File: src/rtl/dflash_seq_consts.vh
// Constants for the data-flash program and erase sequencer.
`ifndef DFLASH_SEQ_CONSTS_VH
`define DFLASH_SEQ_CONSTS_VH
`define CMD_PROGRAM_WORDS  8'h11
`define CMD_ERASE_SECTOR   8'h12
`define IDX_CMD            3'h0
`define IDX_ADDR           3'h1
`define IDX_DATA_FIRST     3'h2
`define IDX_DATA_LAST      3'h5
`define DF_BLOCK_SEL       2'h0
`define DF_BASE_ADDR       16'h4000
`define DF_LAST_ADDR       16'h4FFF
`define SECTOR_ADDR_BITS   8
// Timing counts in core clock cycles at 10 MHz: 10 us, 20 us, 400 us and the verify span.
`define INIT_CYCLES        16'h0064
`define PROG_CYCLES        16'h00C8
`define ERASE_CYCLES       16'h0FA0
`define VERIFY_CYCLES      16'h0004
`endif

File: src/rtl/data_flash_program_erase_seq.v
// Data-flash program-words and erase-sector command sequencer.
// Functional notes
// - Program code 0x11, slots block, address, data
// - Word count follows index at launch
// - Program index outside 010..101 is access error
// - Odd word address is access error
// - Invalid 18-bit global address is access error
// - Command not permitted in mode is error
// - Word group past block end is error
// - Protected target sets protection violation instead
// - Verify afterwards, report error and uncorrectable
// - Erase code 0x12 erases whole sector, verifies
// - Erase index other than 001 is error
// - Clear completion flag launches; set when done
// - Command interrupt when flag and enable set
// - Error interrupt from enabled fault flags
// - Array ECC faults set double or single flags
// - Keep running in wait; interrupt wakes
// - Finish active command before stop entry
// - Reset aborts a running command at once
// - Flag clear during init; buffer writes ignored
`timescale 1ns/1ps
`include "dflash_seq_consts.vh"
module data_flash_program_erase_seq (
   input  wire        core_clk_i,
   input  wire        resetn_i,
   // Command buffer and index writes from the CPU.
   input  wire        param_slot_index_wr_i,
   input  wire [2:0]  param_slot_index_i,
   input  wire        command_param_buffer_wr_i,
   input  wire [15:0] command_param_buffer_data_i,
   output wire [2:0]  param_slot_index_o,
   output wire [15:0] command_param_buffer_o,
   // Status writes: one-to-clear strobes.
   input  wire        cmd_complete_clr_i,
   input  wire        access_error_clr_i,
   input  wire        protect_violation_clr_i,
   input  wire        double_fault_clr_i,
   input  wire        single_fault_clr_i,
   // Configuration.
   input  wire        cmd_complete_irq_en_i,
   input  wire        double_fault_irq_en_i,
   input  wire        single_fault_irq_en_i,
   input  wire        cmd_permitted_i,
   input  wire        area_protected_i,
   // Array side.
   output reg         array_prog_o,
   output reg         array_erase_o,
   output reg  [15:0] array_addr_o,
   output reg  [15:0] array_wdata_o,
   input  wire        array_read_i,
   input  wire        ecc_single_i,
   input  wire        ecc_double_i,
   // Status.
   output reg         cmd_complete_flag_o,
   output reg         access_error_flag_o,
   output reg         protect_violation_flag_o,
   output reg         verify_error_flag_o,
   output reg         verify_uncorrectable_flag_o,
   output reg         double_fault_flag_o,
   output reg         single_fault_flag_o,
   output wire        cmd_irq_o,
   output wire        err_irq_o,
   // Stop-mode handshake.
   input  wire        stop_req_i,
   output wire        stop_ack_o
);
   localparam ST_INIT   = 3'h0;
   localparam ST_IDLE   = 3'h1;
   localparam ST_CHECK  = 3'h2;
   localparam ST_PROG   = 3'h3;
   localparam ST_ERASE  = 3'h4;
   localparam ST_VERIFY = 3'h5;
   localparam ST_DONE   = 3'h6;
   localparam ST_FETCH  = 3'h7;

   localparam [15:0] INIT_CNT   = `INIT_CYCLES;
   localparam [15:0] PROG_CNT   = `PROG_CYCLES;
   localparam [15:0] ERASE_CNT  = `ERASE_CYCLES;
   localparam [15:0] VERIFY_CNT = `VERIFY_CYCLES;

   reg  [2:0]  state_r;
   reg  [2:0]  state_nxt;
   reg  [15:0] timer_r;
   reg  [2:0]  index_r;
   reg  [2:0]  rd_idx_r;
   reg  [2:0]  launch_idx_r;
   reg  [2:0]  word_cnt_r;
   reg  [7:0]  cmd_r;
   reg  [15:0] addr_r;
   reg  [1:0]  blk_r;
   reg         ver_err_r;
   reg         ver_unc_r;
   wire [15:0] rd_data;
   wire        buf_wr_ok;
   wire        launch;
   reg         chk_acc;
   reg  [2:0]  n_words;
   reg  [16:0] last_word;

   // Writes are ignored until the completion flag is set.
   assign buf_wr_ok = cmd_complete_flag_o;
   assign launch    = cmd_complete_flag_o && cmd_complete_clr_i && (state_r == ST_IDLE);

   always @(posedge core_clk_i or negedge resetn_i) begin
      if (!resetn_i) begin
         index_r <= 3'h0;
      end else if (buf_wr_ok && param_slot_index_wr_i) begin
         index_r <= param_slot_index_i;
      end
   end

   param_buffer param_buffer_inst (
      .core_clk_i (core_clk_i),
      .resetn_i   (resetn_i),
      .wr_en_i    (buf_wr_ok && command_param_buffer_wr_i),
      .wr_idx_i   (index_r),
      .wr_data_i  (command_param_buffer_data_i),
      .rd_idx_i   (rd_idx_r),
      .rd_data_o  (rd_data)
   );
   assign param_slot_index_o     = index_r;
   assign command_param_buffer_o = rd_data;

   // Word count for a program launch; slot 010 means one word.
   always @* begin
      n_words   = launch_idx_r - `IDX_DATA_FIRST + 3'h1;
      last_word = {1'b0, rd_data} + {13'h0, n_words, 1'b0} - 17'h2;
   end

   // True when the block select and the word address lie inside the data-flash window.
   function addr_in_window;
      input [1:0]  blk;
      input [15:0] addr;
      begin
         addr_in_window = (blk == `DF_BLOCK_SEL) &&
                          (addr >= `DF_BASE_ADDR) &&
                          (addr <= `DF_LAST_ADDR);
      end
   endfunction

   // Checks are only used in the check cycle, where the read port shows the address slot.
   always @* begin
      chk_acc = 1'b0;
      if (!cmd_permitted_i) begin
         chk_acc = 1'b1;
      end
      if (rd_data[0]) begin
         chk_acc = 1'b1;
      end
      if (!addr_in_window(blk_r, rd_data)) begin
         chk_acc = 1'b1;
      end
      if (cmd_r == `CMD_PROGRAM_WORDS) begin
         if (launch_idx_r < `IDX_DATA_FIRST || launch_idx_r > `IDX_DATA_LAST) begin
            chk_acc = 1'b1;
         end else if (last_word > {1'b0, `DF_LAST_ADDR}) begin
            chk_acc = 1'b1;
         end
      end else if (cmd_r == `CMD_ERASE_SECTOR) begin
         if (launch_idx_r != `IDX_ADDR) begin
            chk_acc = 1'b1;
         end
      end else begin
         chk_acc = 1'b1;
      end
   end

   always @* begin
      state_nxt = state_r;
      case (state_r)
         ST_INIT: begin
            if (timer_r == 16'h0000) begin
               state_nxt = ST_IDLE;
            end
         end
         ST_IDLE: begin
            if (launch) begin
               state_nxt = ST_FETCH;
            end
         end
         // The extra fetch cycle reads slot 0 through the single read port, so the
         // port can keep showing the selected slot to software while idle.
         ST_FETCH: begin
            state_nxt = ST_CHECK;
         end
         ST_CHECK: begin
            if (chk_acc || area_protected_i) begin
               state_nxt = ST_DONE;
            end else if (cmd_r == `CMD_ERASE_SECTOR) begin
               state_nxt = ST_ERASE;
            end else begin
               state_nxt = ST_PROG;
            end
         end
         ST_PROG: begin
            if (timer_r == 16'h0000 && word_cnt_r == 3'h0) begin
               state_nxt = ST_VERIFY;
            end
         end
         ST_ERASE: begin
            if (timer_r == 16'h0000) begin
               state_nxt = ST_VERIFY;
            end
         end
         ST_VERIFY: begin
            if (timer_r == 16'h0000) begin
               state_nxt = ST_DONE;
            end
         end
         ST_DONE: begin
            state_nxt = ST_IDLE;
         end
         default: begin
            state_nxt = ST_INIT;
         end
      endcase
   end

   // Any reset drops the running command; the array state is then undefined.
   always @(posedge core_clk_i or negedge resetn_i) begin
      if (!resetn_i) begin
         state_r                     <= ST_INIT;
         timer_r                     <= INIT_CNT;
         rd_idx_r                    <= 3'h0;
         launch_idx_r                <= 3'h0;
         word_cnt_r                  <= 3'h0;
         cmd_r                       <= 8'h00;
         addr_r                      <= 16'h0000;
         blk_r                       <= 2'h0;
         ver_err_r                   <= 1'b0;
         ver_unc_r                   <= 1'b0;
         array_prog_o                <= 1'b0;
         array_erase_o               <= 1'b0;
         array_addr_o                <= 16'h0000;
         array_wdata_o               <= 16'h0000;
         cmd_complete_flag_o         <= 1'b0;
         access_error_flag_o         <= 1'b0;
         protect_violation_flag_o    <= 1'b0;
         verify_error_flag_o         <= 1'b0;
         verify_uncorrectable_flag_o <= 1'b0;
      end else begin
         state_r       <= state_nxt;
         array_prog_o  <= 1'b0;
         array_erase_o <= 1'b0;
         if (access_error_clr_i) begin
            access_error_flag_o <= 1'b0;
         end
         if (protect_violation_clr_i) begin
            protect_violation_flag_o <= 1'b0;
         end
         if (timer_r != 16'h0000) begin
            timer_r <= timer_r - 16'h0001;
         end
         case (state_r)
            ST_INIT: begin
               if (timer_r == 16'h0000) begin
                  cmd_complete_flag_o <= 1'b1;
               end
            end
            ST_IDLE: begin
               rd_idx_r <= index_r;
               if (launch) begin
                  cmd_complete_flag_o         <= 1'b0;
                  launch_idx_r                <= index_r;
                  rd_idx_r                    <= `IDX_CMD;
                  verify_error_flag_o         <= 1'b0;
                  verify_uncorrectable_flag_o <= 1'b0;
               end
            end
            ST_FETCH: begin
               cmd_r    <= rd_data[15:8];
               blk_r    <= rd_data[1:0];
               rd_idx_r <= `IDX_ADDR;
            end
            ST_CHECK: begin
               addr_r     <= rd_data;
               rd_idx_r   <= `IDX_DATA_FIRST;
               word_cnt_r <= n_words;
               ver_err_r  <= 1'b0;
               ver_unc_r  <= 1'b0;
            end
            ST_DONE: begin
               cmd_complete_flag_o <= 1'b1;
            end
            default: begin
            end
         endcase
         if (state_r == ST_CHECK && state_nxt == ST_DONE) begin
            if (chk_acc) begin
               access_error_flag_o <= 1'b1;
            end else begin
               protect_violation_flag_o <= 1'b1;
            end
         end
         // Each word goes out once the timer of the previous one has run out.
         if (state_r == ST_PROG && timer_r == 16'h0000 && word_cnt_r != 3'h0) begin
            timer_r       <= PROG_CNT;
            word_cnt_r    <= word_cnt_r - 3'h1;
            rd_idx_r      <= rd_idx_r + 3'h1;
            addr_r        <= addr_r + 16'h0002;
            array_prog_o  <= 1'b1;
            array_addr_o  <= addr_r;
            array_wdata_o <= rd_data;
         end
         if (state_nxt == ST_ERASE && state_r != ST_ERASE) begin
            timer_r       <= ERASE_CNT;
            array_erase_o <= 1'b1;
            array_addr_o  <= {rd_data[15:`SECTOR_ADDR_BITS], {`SECTOR_ADDR_BITS{1'b0}}};
         end
         if (state_nxt == ST_VERIFY && state_r != ST_VERIFY) begin
            timer_r <= VERIFY_CNT;
         end
         if (state_r == ST_VERIFY && array_read_i) begin
            if (ecc_single_i || ecc_double_i) begin
               ver_err_r <= 1'b1;
            end
            if (ecc_double_i) begin
               ver_unc_r <= 1'b1;
            end
         end
         if (state_r == ST_VERIFY && timer_r == 16'h0000) begin
            verify_error_flag_o         <= ver_err_r ||
                                           (array_read_i && (ecc_single_i || ecc_double_i));
            verify_uncorrectable_flag_o <= ver_unc_r || (array_read_i && ecc_double_i);
         end
      end
   end

   // Fault flags: a new fault wins over a clear in the same cycle.
   always @(posedge core_clk_i or negedge resetn_i) begin
      if (!resetn_i) begin
         double_fault_flag_o <= 1'b0;
         single_fault_flag_o <= 1'b0;
      end else begin
         if (array_read_i && ecc_double_i) begin
            double_fault_flag_o <= 1'b1;
         end else if (double_fault_clr_i) begin
            double_fault_flag_o <= 1'b0;
         end
         if (array_read_i && ecc_single_i && !ecc_double_i) begin
            single_fault_flag_o <= 1'b1;
         end else if (single_fault_clr_i) begin
            single_fault_flag_o <= 1'b0;
         end
      end
   end

   // No wait input exists: the sequencer runs regardless and the level wakes the CPU.
   assign cmd_irq_o  = cmd_complete_flag_o && cmd_complete_irq_en_i;
   assign err_irq_o  = (double_fault_flag_o && double_fault_irq_en_i) ||
                       (single_fault_flag_o && single_fault_irq_en_i);
   assign stop_ack_o = stop_req_i && cmd_complete_flag_o;
endmodule // data_flash_program_erase_seq

File: src/rtl/param_buffer.v
// Indexed command parameter buffer with six 16-bit slots.
`timescale 1ns/1ps
module param_buffer (
   input  wire        core_clk_i,
   input  wire        resetn_i,
   input  wire        wr_en_i,
   input  wire [2:0]  wr_idx_i,
   input  wire [15:0] wr_data_i,
   input  wire [2:0]  rd_idx_i,
   output wire [15:0] rd_data_o
);
   reg [15:0] slot_r [0:5];
   genvar     g;

   generate
      for (g = 0; g < 6; g = g + 1) begin : g_slot
         always @(posedge core_clk_i or negedge resetn_i) begin
            if (!resetn_i) begin
               slot_r[g] <= 16'h0000;
            end else if (wr_en_i && (wr_idx_i == g)) begin
               slot_r[g] <= wr_data_i;
            end
         end
      end
   endgenerate

   // Slots six and seven do not exist and read as zero.
   assign rd_data_o = (rd_idx_i < 3'h6) ? slot_r[rd_idx_i] : 16'h0000;
endmodule // param_buffer

File: config.mk
export PLATFORM = sky130hd
export DESIGN_NAME = data_flash_program_erase_seq
export DESIGN_NICKNAME = d
export VERILOG_FILES = /design/src/rtl/data_flash_program_erase_seq.v /design/src/rtl/param_buffer.v
export VERILOG_INCLUDE_DIRS = /design/src /design/src/rtl
export SDC_FILE = /design/constraint.sdc
export NUM_CORES = 1
export LEC_CHECK = 0
export ABC_CLOCK_PERIOD_IN_PS = 5500
export BUFFER_PORTS_ARGS = -buffer_cell sky130_fd_sc_hd__buf_2
export CAP_MARGIN = 0
export CORE_MARGIN = 2
export CORE_UTILIZATION = 42
export DETAILED_ROUTE_END_ITERATION = 12
export HOLD_SLACK_MARGIN = 0.06
export PLACE_DENSITY = 0.6
export REMOVE_ABC_BUFFERS = 1
export SLEW_MARGIN = 5
export SYNTH_ARGS = -nofsm -noshare
export SYNTH_HDL_FRONTEND = slang
export SYNTH_SLANG_ARGS = --single-unit
File: constraint.sdc
create_clock -name core_clk_i -period 5.5 [get_ports core_clk_i]
set_clock_uncertainty 0.2 [all_clocks]
set_input_delay 0 -clock core_clk_i [delete_from_list [all_inputs] [get_ports core_clk_i]]
set_output_delay 0 -clock core_clk_i [all_outputs]
set_load 0.02 [all_outputs]
==> flow_metrics.tcl <==
set metrics [dict create \
    worst_slew_pin_slew_ns 1.16 \
    die_h_um 157 \
    clockPowerShare_pct 27.7 \
    start_util_pct 43.0 \
    rows 55 \
    worst_setup_path_end_kind "flip-flop" \
    wl_um 25000 \
    n_antenna_cell 0 \
    cts.htree.levels 4 \
    worstSetupPathType "reg -> reg" \
    async_flop_share_pct 100 \
    syn_inst 897 \
    grt_usage_pct 21.3 \
    switching_share_pct 36.3 \
    coreArea_um2 22800 \
    ys_ff_latch 196 \
    irDropWorstVdd_mv 0.251 \
    cts_tree "built" \
    nNetsFinal 1104 \
    cts-root-buf "clkbuf_16" \
    cts_buffer_depth 2 \
    cts_made_buffers 17 \
    p_int_w 0.00296 \
    vias_per_cell 5.33 \
    critical-path-max-stage-delay_ns 0.61 \
    place_congestion 0.846 \
    maxCapViolations 0 \
    dp_hpwl_um 17000 \
    slew_headroom_pct 22.4 \
    io-pin-count 100 \
    synth_area_um2 9800 \
    powerDensity_nw_per_um2 397 \
    hold_viol 0 \
    power_switching_w 0.00169 \
    dieArea_um2 24600 \
    detail-route-antenna-nets 0 \
    vias 7262 \
    die_w_um 157 \
    cp-start-kind "flip-flop" \
    grt_pass1_vias 7198 \
    area_growth_pct 19.7 \
    grt_antenna_before_repair 0 \
    ys_types 67 \
    fmax_ghz 0.192 \
    grt_pass1_wl_um 40300 \
    crit_slowest_cell "dfrtp_2" \
    yosysSeqAreaShare_pct 50.1 \
    clk_pin_slew_ns 0.07 \
    synth-edff-count 0 \
    crit_fanout 13 \
    reg2reg_setup_slack_ns 0.30 \
    wire_per_inst_um 18.3 \
    clkLatencyLatePin_ns 0.44 \
    crit_chain "mux4_2, a21oi_1, buf_4, ha_1, inv_1, ha_1, inv_1, fa_1, nand2b_1, a2111oi_0, o311a_1, o21ai_0, and3_1, o31ai_1, nand2_1, o32ai_1, dlygate4sd3_1" \
    min_period_ns 5.20 \
    setup_viol 0 \
    rsz0062_at_grt "false" \
    synth_area_per_cell_um2 10.9 \
    drt-initial-drc-count 417 \
    yosysWarnings 0 \
    final_cells 1362 \
    grt.overflow.total 0 \
    clock_sinks 196 \
    power_frac_comb_pct 33.9 \
    hold_path_class "in -> out" \
    grt_max_degree 92 \
    fin_area_um2 11700 \
    drtPass1Iterations 5 \
    cp.arrival_ns 5.38 \
    power_leakage_nw 5.53 \
    finalPower_w 0.00465 \
    slew_viol_final 0 \
    placed_area_um2 10700 \
    ys.flop_type "dfrtp_1" \
    required_ns 5.67 \
    drive_above_1_share_pct 27.1 \
    p_seq_share_pct 38.4 \
    fin_crit_sh_pct 94.6 \
    drc 0 \
    dp_cells 1290 \
    io_buffers 99 \
    status "finished clean" \
]
[cells in the final DEF, fill, tap and decap left out, drive strengths merged, types with 27 or more instances in the layout]
cell type | Yosys | routed
buf | 9 | 121
a21oi | 44 | 44
o21ai | 71 | 71
dfrtp | 193 | 193
nand2 | 98 | 98
mux2 | 102 | 102
ha | 30 | 30
nor2 | 56 | 56
mux2i | 27 | 27
inv | 41 | 48
dlygate4sd3 | 0 | 40
[worst paths after layout]
check / from / end / cells past startpoint
hold reg to reg: array_wdata_o[11] / array_wdata_o[11] / 2
hold / removal: single_fault_irq_en_i / err_irq_o / 3
max in group asynchronous: resetn_i / addr_r[7] / 4
setup reg to reg: rd_idx_r[0] / protect_violation_flag_o / 17
setup / recovery: rd_idx_r[0] / protect_violation_flag_o / 17
min in group asynchronous: resetn_i / array_wdata_o[9] / 3
[metal layers]
layer  part of all wire, %  GRT usage [%]
met5                     0              0
met3                   3.6           3.02
met4                   1.0           4.98
met1                    47           29.4
met2                    48           35.7
[registers in the layout (all words and copies together), names as in the netlist, 8 cells and up]
register	flops
timer_r	16
array_addr_o	16
array_wdata_o	16
cmd_r	8
addr_r	16
param_buffer_inst.slot_r	96
[synth_stat cells, types with 3 or more instances]
cell type | number | share of area, %
ha_1 | 30 | 3.8
xor2_1 | 5 | 0.45
nand4_1 | 8 | 0.51
nand2b_1 | 6 | 0.38
nand2_1 | 98 | 3.8
xnor2_1 | 7 | 0.63
o21ai_0 | 62 | 3.2
nand4b_1 | 3 | 0.27
nor4b_1 | 3 | 0.27
o21ai_1 | 9 | 0.46
nor2_1 | 55 | 2.1
mux2i_1 | 27 | 2.8
a31oi_1 | 3 | 0.19
or4_1 | 4 | 0.31
o22ai_1 | 3 | 0.19
o221ai_1 | 4 | 0.36
or3_1 | 7 | 0.45
nand3_1 | 24 | 1.2
mux2_2 | 102 | 12
inv_1 | 41 | 1.6
nor2b_1 | 9 | 0.57
a211oi_1 | 3 | 0.23
and3_1 | 8 | 0.51
and2_1 | 4 | 0.26
o211ai_1 | 8 | 0.61
a21oi_1 | 44 | 2.2
nor4_1 | 9 | 0.57
dfrtp_1 | 193 | 49
clkbuf_1 | 33 | 1.3
buf_2 | 4 | 0.20
dfstp_2 | 3 | 0.80
mux4_2 | 16 | 3.7
nor3_1 | 12 | 0.61
o21bai_1 | 5 | 0.38
buf_1 | 4 | 0.15
[timing repair]
| action | in CTS | in global routing |
|---|---|---|
| setup endpoints to repair | 0 | 1 |
| setup buffers | 0 | 0 |
| hold buffers | 40 | 0 |
| gates resized for setup | 0 | 1 |
| hold endpoints to repair | 213 | 0 |
[layout make-up]
| cell class | count | area, µm² |
|---|---|---|
| fillers | 2075 | 11100 |
| flip-flops and latches | 196 | 4910 |
| multi-input cells | 617 | 4570 |
| repair buffers | 162 | 1090 |
| clock buffers | 19 | 443 |
| well taps | 313 | 392 |
| clock inverters | 13 | 161 |
| inverters | 42 | 158 |
[stage by stage]
stage | util, % | hold slack [ns] | setup WS (ns) | TNS, ns
floorplan | - | -0.496 | -0.794 | -14.70
global placement | 47.1 | -0.0514 | 0.612 | 0
detailed placement | 47.1 | -0.0586 | 0.467 | 0
CTS | 51.5 | 0.128 | 0.319 | 0
global route | 51.5 | 0.137 | 0.0298 | 0
finish | 51.5 | 0.124 | 0.295 | 0
[worst max-delay path: cells and delay by family, from the launching register on]
kind	cells	cell delay (ns)
AO/OA/AOI/OAI	6	1.63
buffers and inverters	4	0.84
adder cells (fa/ha/maj)	3	0.73
flip-flops	1	0.61
AND/OR/NAND/NOR	3	0.58
multiplexers	1	0.56
[kinds of logic after synthesis]
family / Yosys count / synth area share (%)
AND/OR/NAND/NOR: 258 / 12.7
flip-flops: 196 / 50.1
AO/OA/AOI/OAI: 171 / 10.6
multiplexers: 145 / 18.2
buffers and inverters: 84 / 3.35
adder cells (fa/ha/maj): 31 / 4.04
XOR/XNOR: 12 / 1.07
[power groups by stage]
stage | registers, W | clock network, W | logic [W]
finish | 0.00179 | 0.00129 | 0.00158
global route | 0.00182 | 0.00138 | 0.00174
CTS | 0.00178 | 0.00132 | 0.00157
detailed placement | 0.00181 | 0 | 0.00153
global placement | 0.00181 | 0 | 0.00151
floorplan | 0.00181 | 0 | 0.00102
No activity file was read; power rests on OpenSTA's default activity.
